## src/hw/flc_pkg.sv

```systemverilog
`default_nettype none

package flc_pkg;

  // Clock and flash bus timing, in nanoseconds (protect pulse in microseconds) as printed, then in cycles.
  localparam int CLK_PERIOD_NS = 8;
  localparam int T_WP_NS       = 55;
  localparam int T_WPH_NS      = 20;
  localparam int T_ACC_NS      = 120;
  localparam int T_OES_NS      = 50;
  localparam int T_PROT_US     = 100;
  localparam int WP_CYC        = (T_WP_NS + CLK_PERIOD_NS - 1) / CLK_PERIOD_NS;
  localparam int WPH_CYC       = (T_WPH_NS + CLK_PERIOD_NS - 1) / CLK_PERIOD_NS;
  localparam int ACC_CYC       = (T_ACC_NS + CLK_PERIOD_NS - 1) / CLK_PERIOD_NS;
  localparam int OES_CYC       = (T_OES_NS + CLK_PERIOD_NS - 1) / CLK_PERIOD_NS;
  localparam int PROT_CYC      = (T_PROT_US * 1000 + CLK_PERIOD_NS - 1) / CLK_PERIOD_NS;

  // Widths.
  localparam int DATA_W = 8;
  localparam int ADDR_W = 20;
  localparam int TMR_W  = 16;

  // Status bit positions on the data bus.
  localparam int POLLING_BIT        = 7;
  localparam int TOGGLE_BIT_ONE     = 6;
  localparam int EXCEEDED_TIME_FLAG = 5;
  localparam int ERASE_WINDOW_FLAG  = 3;
  localparam int PROTECT_STATUS_BIT = 0;

  // Address lines with a special meaning.
  localparam int ID_MODE_ADDRESS_LINE  = 9;
  localparam int PROTECT_SELECT_LINE   = 6;
  localparam int ID_SELECT_ADDRESS_BIT = 1;

  // Command data that returns the device to read mode.
  localparam logic [7:0] RESET_CMD = 8'hf0;

  typedef enum logic [2:0] {
    FLC_OP_READ,
    FLC_OP_WRITE,
    FLC_OP_CHK_WRITE,
    FLC_OP_POLL,
    FLC_OP_RESET,
    FLC_OP_PROTECT,
    FLC_OP_UNPROTECT,
    FLC_OP_VERIFY
  } flc_op_t;

endpackage : flc_pkg

`default_nettype wire

```

## src/hw/flc_wait.sv

```systemverilog
`default_nettype none

module flc_wait #(
  parameter int W = 16
) (
  // Clock and reset.
  input  wire logic         ref_clk_i,
  input  wire logic         rst_i,
  // Load and expiry.
  input  wire logic         load_i,
  input  wire logic [W-1:0] count_i,
  output logic              zero_o
);

  logic [W-1:0] cnt_r;

  always_ff @(posedge ref_clk_i or posedge rst_i) begin
    if (rst_i) begin
      cnt_r <= '0;
    end else if (load_i) begin
      cnt_r <= count_i;
    end else if (cnt_r != '0) begin
      cnt_r <= cnt_r - W'(1);
    end
  end

  assign zero_o = (cnt_r == '0);

endmodule : flc_wait

`default_nettype wire

```

## src/hw/flc_host.sv

```systemverilog
`default_nettype none

module flc_host #(
  parameter int unsigned PROT_PULSE_CYC = flc_pkg::PROT_CYC
) (
  // Clock and reset.
  input  wire logic                        ref_clk_i,
  input  wire logic                        rst_i,
  // User command port.
  input  wire logic                        start_i,
  input  wire logic [2:0]                  op_i,
  input  wire logic [flc_pkg::ADDR_W-1:0]  addr_i,
  input  wire logic [flc_pkg::DATA_W-1:0]  wdata_i,
  input  wire logic                        tmp_unprot_i,
  output logic                             busy_o,
  output logic                             done_o,
  output logic [flc_pkg::DATA_W-1:0]       rdata_o,
  output logic                             timeout_o,
  output logic                             rejected_o,
  output logic                             refused_o,
  output logic                             locked_o,
  // Flash pins.
  output logic [flc_pkg::ADDR_W-1:0]       fl_addr_o,
  input  wire logic [flc_pkg::DATA_W-1:0]  fl_dq_i,
  output logic [flc_pkg::DATA_W-1:0]       fl_dq_o,
  output logic                             fl_dq_oe_o,
  output logic                             fl_ce_n_o,
  output logic                             fl_oe_n_o,
  output logic                             fl_we_n_o,
  output logic                             fl_reset_hv_o,
  output logic                             fl_oe_hv_o,
  output logic                             fl_idmode_hv_o
);

  typedef enum logic [2:0] {
    S_IDLE, S_WR_LOW, S_WR_HIGH, S_RD_LOW, S_RD_END, S_HV_SETUP, S_HV_PULSE, S_HV_HOLD
  } flc_state_t;

  typedef enum logic [2:0] {ACT_NONE, ACT_RD, ACT_WR, ACT_HV, ACT_FIN} flc_act_t;

  localparam int TW = flc_pkg::TMR_W;

  flc_state_t                    state_r;
  flc_pkg::flc_op_t              op_r;
  flc_pkg::flc_op_t              op_cur;
  flc_act_t                      act;
  logic [flc_pkg::ADDR_W-1:0]    addr_q;
  logic [flc_pkg::ADDR_W-1:0]    addr_cur;
  logic [flc_pkg::DATA_W-1:0]    wdata_q;
  logic [flc_pkg::DATA_W-1:0]    wdata_cur;
  logic                          step_r;
  logic                          q5_seen_r;
  logic                          armed_r;
  logic                          tmr_load_r;
  logic [TW-1:0]                 tmr_count_r;
  logic                          tmr_zero;
  logic                          tmr_done;
  logic                          refuse;
  logic                          fin_timeout;
  logic                          fin_reject;

  flc_wait #(.W(TW)) u_wait (
    .ref_clk_i (ref_clk_i),
    .rst_i     (rst_i),
    .load_i    (tmr_load_r),
    .count_i   (tmr_count_r),
    .zero_o    (tmr_zero)
  );

  assign tmr_done  = tmr_zero && !tmr_load_r;
  assign op_cur    = (state_r == S_IDLE) ? flc_pkg::flc_op_t'(op_i) : op_r;
  assign addr_cur  = (state_r == S_IDLE) ? addr_i : addr_q;
  assign wdata_cur = (state_r == S_IDLE) ? wdata_i : wdata_q;

  // Program and erase writes wait for a reset after a timeout; unprotect waits for a protect.
  assign refuse = (locked_o && (op_cur == flc_pkg::FLC_OP_WRITE ||
                                op_cur == flc_pkg::FLC_OP_CHK_WRITE))
                || (op_cur == flc_pkg::FLC_OP_UNPROTECT && !armed_r);

  //////////////////////////////////////////////////////////////////////////////////////////
  // Sequencing decision for the current cycle.
  always_comb begin
    act         = ACT_NONE;
    fin_timeout = 1'b0;
    fin_reject  = 1'b0;
    unique case (state_r)
      S_IDLE: begin
        if (start_i) begin
          if (refuse) begin
            act = ACT_FIN;
          end else begin
            unique case (op_cur)
              flc_pkg::FLC_OP_WRITE, flc_pkg::FLC_OP_RESET:        act = ACT_WR;
              flc_pkg::FLC_OP_PROTECT, flc_pkg::FLC_OP_UNPROTECT:  act = ACT_HV;
              default:                                            act = ACT_RD;
            endcase
          end
        end
      end
      S_WR_HIGH: begin
        if (tmr_done) begin
          act = (op_r == flc_pkg::FLC_OP_CHK_WRITE) ? ACT_RD : ACT_FIN;
        end
      end
      S_RD_END: begin
        unique case (op_r)
          flc_pkg::FLC_OP_POLL: begin
            if (!step_r) begin
              act = ACT_RD;
            end else if (rdata_o[flc_pkg::TOGGLE_BIT_ONE] == fl_dq_o[flc_pkg::TOGGLE_BIT_ONE]) begin
              act = ACT_FIN;
            end else if (rdata_o[flc_pkg::EXCEEDED_TIME_FLAG] && q5_seen_r) begin
              act         = ACT_FIN;
              fin_timeout = 1'b1;
            end else begin
              act = ACT_RD;
            end
          end
          flc_pkg::FLC_OP_CHK_WRITE: begin
            act        = step_r ? ACT_FIN : ACT_WR;
            fin_reject = step_r && rdata_o[flc_pkg::ERASE_WINDOW_FLAG];
          end
          default: act = ACT_FIN;
        endcase
      end
      S_HV_HOLD: begin
        if (tmr_done) begin
          act = ACT_FIN;
        end
      end
      default: act = ACT_NONE;
    endcase
  end

  //////////////////////////////////////////////////////////////////////////////////////////
  // Pin sequencer. During polling, fl_dq_o keeps the previous toggle sample while undriven.
  always_ff @(posedge ref_clk_i or posedge rst_i) begin
    if (rst_i) begin
      state_r        <= S_IDLE;
      op_r           <= flc_pkg::FLC_OP_READ;
      addr_q         <= '0;
      wdata_q        <= '0;
      step_r         <= 1'b0;
      q5_seen_r      <= 1'b0;
      tmr_load_r     <= 1'b0;
      tmr_count_r    <= '0;
      busy_o         <= 1'b0;
      done_o         <= 1'b0;
      rdata_o        <= '0;
      timeout_o      <= 1'b0;
      rejected_o     <= 1'b0;
      refused_o      <= 1'b0;
      fl_addr_o      <= '0;
      fl_dq_o        <= '0;
      fl_dq_oe_o     <= 1'b0;
      fl_ce_n_o      <= 1'b1;
      fl_oe_n_o      <= 1'b1;
      fl_we_n_o      <= 1'b1;
      fl_oe_hv_o     <= 1'b0;
      fl_idmode_hv_o <= 1'b0;
    end else begin
      tmr_load_r <= 1'b0;
      done_o     <= 1'b0;
      if (state_r == S_IDLE && start_i) begin
        op_r      <= flc_pkg::flc_op_t'(op_i);
        addr_q    <= addr_i;
        wdata_q   <= wdata_i;
        step_r    <= 1'b0;
        q5_seen_r <= 1'b0;
      end
      // The end of every read records its samples; a following write step overwrites the toggle sample in fl_dq_o.
      if (state_r == S_RD_END) begin
        step_r <= 1'b1;
        fl_dq_o[flc_pkg::TOGGLE_BIT_ONE] <= rdata_o[flc_pkg::TOGGLE_BIT_ONE];
        if (rdata_o[flc_pkg::EXCEEDED_TIME_FLAG]) begin
          q5_seen_r <= 1'b1;
        end
      end
      unique case (act)
        ACT_RD: begin
          state_r        <= S_RD_LOW;
          busy_o         <= 1'b1;
          fl_addr_o      <= addr_cur;
          if (op_cur == flc_pkg::FLC_OP_VERIFY) begin
            fl_addr_o[flc_pkg::ID_SELECT_ADDRESS_BIT] <= 1'b1;
          end
          fl_idmode_hv_o <= (op_cur == flc_pkg::FLC_OP_VERIFY);
          fl_dq_oe_o     <= 1'b0;
          fl_ce_n_o      <= 1'b0;
          fl_oe_n_o      <= 1'b0;
          fl_we_n_o      <= 1'b1;
          tmr_load_r     <= 1'b1;
          tmr_count_r    <= TW'(flc_pkg::ACC_CYC);
        end
        ACT_WR: begin
          state_r     <= S_WR_LOW;
          busy_o      <= 1'b1;
          fl_addr_o   <= addr_cur;
          fl_dq_o     <= (op_cur == flc_pkg::FLC_OP_RESET) ? flc_pkg::RESET_CMD : wdata_cur;
          fl_dq_oe_o  <= 1'b1;
          fl_oe_n_o   <= 1'b1;
          fl_ce_n_o   <= 1'b0;
          fl_we_n_o   <= 1'b0;
          tmr_load_r  <= 1'b1;
          tmr_count_r <= TW'(flc_pkg::WP_CYC);
        end
        ACT_HV: begin
          state_r        <= S_HV_SETUP;
          busy_o         <= 1'b1;
          fl_addr_o      <= addr_cur;
          fl_addr_o[flc_pkg::PROTECT_SELECT_LINE] <= (op_cur == flc_pkg::FLC_OP_UNPROTECT);
          fl_oe_hv_o     <= 1'b1;
          fl_idmode_hv_o <= 1'b1;
          fl_ce_n_o      <= 1'b0;
          fl_oe_n_o      <= 1'b1;
          fl_we_n_o      <= 1'b1;
          tmr_load_r     <= 1'b1;
          tmr_count_r    <= TW'(flc_pkg::OES_CYC);
        end
        ACT_FIN: begin
          state_r        <= S_IDLE;
          busy_o         <= 1'b0;
          done_o         <= 1'b1;
          timeout_o      <= fin_timeout;
          rejected_o     <= fin_reject;
          refused_o      <= (state_r == S_IDLE);
          fl_dq_oe_o     <= 1'b0;
          fl_ce_n_o      <= 1'b1;
          fl_oe_n_o      <= 1'b1;
          fl_we_n_o      <= 1'b1;
          fl_oe_hv_o     <= 1'b0;
          fl_idmode_hv_o <= 1'b0;
        end
        default: begin
          unique case (state_r)
            S_WR_LOW: if (tmr_done) begin
              state_r     <= S_WR_HIGH;
              fl_we_n_o   <= 1'b1;
              fl_ce_n_o   <= 1'b1;
              tmr_load_r  <= 1'b1;
              tmr_count_r <= TW'(flc_pkg::WPH_CYC);
            end
            S_RD_LOW: if (tmr_done) begin
              state_r   <= S_RD_END;
              rdata_o   <= fl_dq_i;
              fl_ce_n_o <= 1'b1;
              fl_oe_n_o <= 1'b1;
            end
            S_HV_SETUP: if (tmr_done) begin
              state_r     <= S_HV_PULSE;
              fl_we_n_o   <= 1'b0;
              tmr_load_r  <= 1'b1;
              tmr_count_r <= TW'(PROT_PULSE_CYC);
            end
            S_HV_PULSE: if (tmr_done) begin
              state_r     <= S_HV_HOLD;
              fl_we_n_o   <= 1'b1;
              tmr_load_r  <= 1'b1;
              tmr_count_r <= TW'(flc_pkg::OES_CYC);
            end
            default: begin
            end
          endcase
        end
      endcase
    end
  end

  //////////////////////////////////////////////////////////////////////////////////////////
  // Timeout lock: set by a failed poll, cleared only by a completed reset command.
  always_ff @(posedge ref_clk_i or posedge rst_i) begin
    if (rst_i) begin
      locked_o <= 1'b0;
    end else if (act == ACT_FIN && fin_timeout) begin
      locked_o <= 1'b1;
    end else if (act == ACT_FIN && state_r != S_IDLE && op_r == flc_pkg::FLC_OP_RESET) begin
      locked_o <= 1'b0;
    end
  end

  // Unprotect is allowed only after a protect pass; it then needs a new one.
  always_ff @(posedge ref_clk_i or posedge rst_i) begin
    if (rst_i) begin
      armed_r <= 1'b0;
    end else if (act == ACT_FIN && state_r != S_IDLE) begin
      if (op_r == flc_pkg::FLC_OP_PROTECT) begin
        armed_r <= 1'b1;
      end else if (op_r == flc_pkg::FLC_OP_UNPROTECT) begin
        armed_r <= 1'b0;
      end
    end
  end

  // Temporary unprotect level is registered into the reset high-voltage qualifier, one cycle later.
  always_ff @(posedge ref_clk_i or posedge rst_i) begin
    if (rst_i) begin
      fl_reset_hv_o <= 1'b0;
    end else begin
      fl_reset_hv_o <= tmp_unprot_i;
    end
  end
endmodule : flc_host

`default_nettype wire

```

## config.mk

```make
export PLATFORM = sky130hd
export DESIGN_NAME = flc_host
export DESIGN_NICKNAME = d
export VERILOG_FILES = /design/src/hw/flc_pkg.sv /design/src/hw/flc_wait.sv /design/src/hw/flc_host.sv
export SDC_FILE = /design/constraint.sdc
export NUM_CORES = 1
export LEC_CHECK = 0
export ABC_AREA = 0
export BUFFER_PORTS_ARGS = -buffer_cell sky130_fd_sc_hd__buf_4
export CAP_MARGIN = 0
export CORE_ASPECT_RATIO = 1.2
export CORE_UTILIZATION = 45
export CTS_BUF_LIST = sky130_fd_sc_hd__clkbuf_4 sky130_fd_sc_hd__clkbuf_8
export DETAILED_ROUTE_END_ITERATION = 10
export PLACE_DENSITY = 0.74
export SETUP_SLACK_MARGIN = 0.4
export SLEW_MARGIN = 10
export SYNTH_ARGS = -nofsm -noshare
export SYNTH_HDL_FRONTEND = slang
export SYNTH_HIERARCHICAL = 1
export SYNTH_SLANG_ARGS = --single-unit
export TNS_END_PERCENT = 100
```

## constraint.sdc

```tcl
create_clock -name ref_clk_i -period 3.25 [get_ports ref_clk_i]
set_input_delay 0.1625 -clock ref_clk_i [delete_from_list [all_inputs] [get_ports ref_clk_i]]
set_output_delay 0.1625 -clock ref_clk_i [all_outputs]
set_load 0.02 [all_outputs]
```

# Word-level counts from Yosys, hierarchy flattened

Cells that the tools add are included.

Reduce and logical (&&, ||, !) cells: 52
Multiplexer cells: 65
Add/subtract/negate cells: 1
Shift operators: 0
Multiply operators: 0
Equal/unequal tests: 32
Bitwise operators: 2
Divide/modulo/power cells: 0
$lt $le $gt $ge: 0

Operators with widths:

| operator                                                              | number |
|---|---|
| 16-bit case mux with 3 select lines                                   | 2 |
| 16-bit 2-to-1 mux                                                     | 5 |
| 20-bit case mux with 3 select lines                                   | 1 |
| 3-bit 2-to-1 mux                                                      | 14 |
| 3-bit equality test, second input constant                            | 12 |
| 3-bit case mux with 4 select lines                                    | 3 |
| 1-bit 2-to-1 mux                                                      | 25 |
| 3-bit by 2-bit equality test with 1-bit output, second input constant | 7 |
| 3-bit nonzero test                                                    | 7 |
| 20-bit 2-to-1 mux                                                     | 1 |
| 6-bit != test, second input constant                                  | 3 |
| 16-bit logical NOT                                                    | 1 |
| 8-bit 2-to-1 mux                                                      | 2 |
| 1-bit case mux with 2 select lines                                    | 8 |
| 16-bit nonzero test                                                   | 1 |
| 2-bit nonzero test                                                    | 8 |
| 16-bit by 1-bit subtractor with 16-bit output, second input constant  | 1 |
| 4-bit != test, second input constant                                  | 3 |
| 2-bit OR reduction                                                    | 6 |
| 3-bit OR reduction                                                    | 4 |
| 5-bit AND reduction                                                   | 2 |
| 3-bit by 1-bit equality test with 1-bit output, second input constant | 3 |
| 1-bit logical AND                                                     | 9 |
| 8-bit nonzero test                                                    | 1 |
| 17 further kinds                                                      | 23 |

Register bits: 119
Output and inout bits: 49
Memory bits (writable): 0
Memory bits (read-only): 0
Bits of input ports: 43
Memories: 0
Latch bits: 0
Word-level logic and storage cells: 179

# Longest topological paths before layout

Depth after elaboration: 14
Mapped depth: 13

# Cells and area by module

Netlist, hierarchy kept.

Modules (own cells, without submodules):

| module   | area each (um2) | cells each | sequential area each (um2) | times used |
|---|---|---|---|---|
| flc_host | 4221.5          | 382        | 2280.9                     | 1 |
| flc_wait | 982.2           | 108        | 400.4                      | 1 |

# Worst setup path before layout

OpenSTA, ideal clock, no wires.

Path kind: register to register
Start: register u_wait.cnt_r[2]
End: register fl_we_n_o
Cell stages (with the launch flop): 11
Arrival time: 2.931 ns
Library setup time: 0.090 ns
Path slack: 0.229 ns
Clock period less this slack: 3.021 ns
Cell sequence: dfrtp_1 -> nor4_1 -> and4_1 -> clkbuf_1 -> and4bb_1 -> or4b_1 -> o21ai_2 -> nor3b_1 -> buf_2 -> and4b_1 -> nor4_2

Longest elaborated chain between the ends: 8
Elaborated cells between the ends (all ways): 15
Those cells by class: eq/ne (6); mux (4); reduce/logical (5)

RTL lines:

| what                                                   | line                             | text |
|---|---|---|
| from (decl)                                            | flc_wait.sv:15                   | `logic [W-1:0] cnt_r;` |
| from (signal assigned)                                 | flc_wait.sv:21                   | `cnt_r <= count_i;` |
| from (signal assigned)                                 | flc_wait.sv:23                   | `cnt_r <= cnt_r - W'(1);` |
| 16-bit logical NOT (*)                                 | flc_wait.sv:27                   | `assign zero_o = (cnt_r == '0);` |
| net tmr_zero                                           | flc_host.sv:56                   | `logic tmr_zero;` |
| 1-bit logical AND (*)                                  | flc_host.sv:70                   | `assign tmr_done = tmr_zero && !tmr_load_r;` |
| 3-bit 2-to-1 mux (on tied branches)                    | flc_host.sv:101, flc_host.sv:127 |  |
| 3-bit case mux with 4 select lines                     | flc_host.sv:86                   | `unique case (state_r)` |
| 3-bit equality test (tied with other cells)            | flc_host.sv:179                  | `unique case (act)` |
| 3-bit OR reduction (no source line)                    | -                                |  |
| 4-bit != test (no source line) (tied with other cells) | -                                |  |
| 3-bit AND reduction (no source line)                   | -                                |  |
| to (signal assigned)                                   | flc_host.sv:191                  | `fl_we_n_o <= 1'b1;` |
| to (signal assigned)                                   | flc_host.sv:203                  | `fl_we_n_o <= 1'b0;` |
| to (signal assigned)                                   | flc_host.sv:216                  | `fl_we_n_o <= 1'b1;` |
| to (decl)                                              | flc_host.sv:29                   | `output logic fl_we_n_o,` |

Mark *: on every way through the listed nets, which the timed path passes. The rest lies on a longest branch.
A chain may end at the register's enable or synchronous reset.

# Worst setup path in the final report

Start: register u_wait.cnt_r[1]
End: register fl_we_n_o

The elaborated chain is that of the path after synthesis.

==> summary.md <==
| Metric | Value |
|---|---|
| Placed cell count | `726` |
| Util after Layout | `58.2%` |
| Starting density of the core | `46.7%` |
| Yosys top cell by area | `dfrtp_1` |
| Leak Pwr | `0.00307 uW` |
| Most common cell after layout, fill and taps aside | `buf_4` |
| Clk root buf | `clkbuf_8` |
| Count of final setup violators | `0` |
| Drt first pass iters | `5` |
| Crit Path Category | `flop to flop` |
| Library cells used by synthesis | `72` |
| I/O Pins | `92` |
| Crit path buf inv count | `1` |
| Diode count | `0` |
| Drt total wl | `12,200 um` |
| Total gr overflow | `0` |
| Routed Antenna Nets | `0` |
| FMAX | `0.365 GHz` |
| Syn-to-layout area delta | `24.6%` |
| Crit start category | `flop` |
| Post-synthesis sequential area ratio | `51.5%` |
| CTS tree | `done` |
| Port Buffers | `91` |
| Chip width | `100 um` |
| Final Cell Area | `6480 um2` |
| Clock transition at the registers of the reported paths | `110 ps` |
| Final net count | `640` |
| Final std cells w/o fill | `755` |
| Number of remaining DRC errors | `0` |
| WHS Endpoint | `wdata_q[4]$_DFFE_PP0P_` |
| Post-synthesis cell count | `490` |
| Routed len/inst | `16.2 um` |
| Synth top area cells | `dfrtp_1 (50%), mux2_2 (9.3%), nand2_1 (4.8%)` |
| Worst r2r path cells | `10` |
| Clock Tree Buf Depth | `2` |
| Top-area cell type share of the netlist area | `50.0%` |
| RSZ-0062 raised after global routing | `false` |
| Worst skew pair latency | `380 ps` |
| Register bit count reported by yosys | `107` |
| Worst Setup End Kind | `flop` |
| DP Worst Slack | `273 ps` |
| Most frequent cells in the layout | `buf_4 (106), dfrtp_1 (103), nand2_1 (66)` |
| Crit path max-delay family | `simple AND/OR/NAND/NOR gates` |
| GRT Total Usage | `21.8%` |
| CP required | `3550 ps` |
| Core region area | `11,100 um2` |
| Clk_skew | `13.5 ps` |
| Main synth FF type | `dfrtp_1` |
| Tmin final | `2740 ps` |
| DR iter-0 viols | `225` |
| Maximum vdd drop | `0.229 mV` |
| DP Area | `6100 um2` |
| H-tree lvl count | `3` |
| Worst R2R Setup Slack | `510 ps` |
| Hold Crit Class | `primary input to flop` |
| Largest net degree at the start of global routing | `92` |
| Arr. time, crit path | `3040 ps` |
| CP peak stage delay | `500 ps` |
| Share of cells above drive strength 1 | `32.3%` |
| Cell Chain, Critical Path | `inv_1 > ha_4 > nor4b_2 > and4_1 > and4bb_1 > or4b_4 > o21ai_4 > nor3b_4 > and4b_1 > nor4_2` |
| Setup TNS | `0 ps` |
| Power Density | `471 nW/um2` |
| Setup ws final | `509 ps` |
| Actual slew at the worst max-slew pin | `853 ps` |
| Mapped Avg Cell Area | `10.6 um2` |
| R2r endpoint | `fl_we_n_o$_DFFE_PP1P_` |
| Worst Hold Depth | `2` |
| Clock sink count | `107` |
| Die area | `12,000 um2` |
| First-pass GRT wire length | `20,800 um` |
| Synth Cell Area | `5200 um2` |
| M1 WL | `5010 um` |
| Slew headroom | `42.6%` |
| Row cnt | `42` |
| Max-cap viol count | `0` |
| RD Place Congestion | `0.851` |
| Final Max Slew Viols | `0` |
| CP max FO | `7` |
| Critical path's slowest cell | `or4b_4` |
| DR vias/cell | `5.50` |
| Fin crit share | `84.3%` |
| TritonCTS buffer count | `9` |
| Synth Warn # | `6` |
| Dpl hpwl | `8240 um` |
| Status | `completed` |
| Number of enable flip-flop cells after synthesis | `0` |
| Via count | `4,153` |
| Top routing layer used | `met4` |
| Worst hold start | `wdata_i[4]` |
| Met3 routed WL | `676 um` |
| Antenna violations before repair | `0` |
| Metal2 WL | `6190 um` |
| FFs w/ async S/R, synth | `100%` |
| Vias in the first global route | `4,359` |
| Reg2Reg Launch Point | `u_wait/cnt_r[1]$_DFFE_PP0P_` |
| Die height | `120 um` |
| Hold Fails Final Rpt | `0` |
[cell families (layout without fill, tap and decap cells)]
| group | after synthesis | count (layout) | share of synthesized area, % |
|---|---|---|---|
| AO/OA/AOI/OAI | 101 | 101 | 12.8 |
| other | 1 | 7 | 0.0721 |
| adder cells (fa/ha/maj) | 1 | 1 | 0.240 |
| AND/OR/NAND/NOR | 164 | 164 | 16.5 |
| multiplexers | 66 | 66 | 13.7 |
| XOR/XNOR | 12 | 12 | 2.02 |
| buffers and inverters | 38 | 143 | 3.08 |
| flip-flops | 107 | 107 | 51.5 |
[registers in the layout, indices dropped and copies added, names as in the netlist, 3 cells and up]
signal,cells
wdata_q,8
op_r,3
fl_addr_o,20
tmr_count_r,4
state_r,3
fl_dq_o,8
addr_q,20
rdata_o,8
u_wait/cnt_r,16
[final cells by class]
cell class / count / area (um2)
Inverter: 10 / 38.8
Timing Repair Buffer: 117 / 921
Tap cell: 154 / 193
Clock buffer: 10 / 138
Multi-Input combinational cell: 351 / 2450
Fill cell: 969 / 4660
Sequential cell: 107 / 2680
Clock inverter: 6 / 56.3
[how the worst max path moves through the flow]
stage / from / to / slack, ps / cells past startpoint
global route: u_wait/cnt_r[1]$_DFFE_PP0P_ / fl_we_n_o$_DFFE_PP1P_ / 370 / 10
detailed placement: u_wait/cnt_r[0]$_DFFE_PP0P_ / fl_dq_o[2]$_DFFE_PP0P_ / 270 / 9
global placement: u_wait/cnt_r[0]$_DFFE_PP0P_ / fl_dq_o[0]$_DFFE_PP0P_ / 370 / 9
CTS: u_wait/cnt_r[0]$_DFFE_PP0P_ / fl_we_n_o$_DFFE_PP1P_ / 410 / 10
finish: u_wait/cnt_r[1]$_DFFE_PP0P_ / fl_we_n_o$_DFFE_PP1P_ / 510 / 10
floorplan: u_wait/cnt_r[0]$_DFFE_PP0P_ / fl_we_n_o$_DFFE_PP1P_ / 430 / 12
[synth_stat cells, drive strengths merged (2+ instances only)]
cell type and instances:
nor3 15, mux2i 23, a21oi 17, or4b 2, clkbuf 18, o31ai 9
o41ai 2, a311oi 3, and2 5, nor2 28, a21boi 2, a41o 2
nand4b 3, or4 4, xnor2 8, or3b 2, a31o 2, nor4 4
nand2 66, nor4b 3, and3 2, nand3 4, or3 3, nor3b 2
dfrtp 104, nand2b 8, inv 9, nand3b 2, a21o 3, o21ai 39
a2bb2oi 2, a211oi 3, nor2b 5, xor2 4, mux2 43, o21a 2
buf 10, dfstp 3, nand4 2, a31oi 2, a22o 4
[report_power, final]
group | internal, uW | total [uW] | switching (uW)
clock network | 316 | 804 | 488
registers | 1490 | 1660 | 169
logic | 303 | 592 | 289
[what timing repair did]
action / CTS / global route
hold buffers: 9 / 0
hold endpoints to repair: 112 / 0
gates cloned: 0 / 0
setup buffers: 0 / 4
gates resized for setup: 4 / 10
pin swaps: 0 / 3
endpoints found under the setup margin: 30 / 40
[layer usage]
layer,track usage [%],up-vias
li1,-,1953
met3,6.12,26
met5,0,-
met2,36.2,133
met4,9.78,0
met1,26.4,2041
[metrics by stage]
step / hold WS [ps] / power (uW)
floorplan: 76.2 / 1990
global placement: 273 / 2210
detailed placement: 276 / 2230
CTS: 0.595 / 3050
global route: 1.90 / 3220
finish: 12.3 / 3050
[worst reg2reg max path: stages (launching register included)]
cell and delay, ps:
dfrtp_1 430, inv_1 110, ha_4 170, nor4b_2 210, and4_1 260, and4bb_1 260
or4b_4 500, o21ai_4 140, nor3b_4 130, and4b_1 210, nor4_2 240
Note: power is estimated with default switching activity, not from simulation.
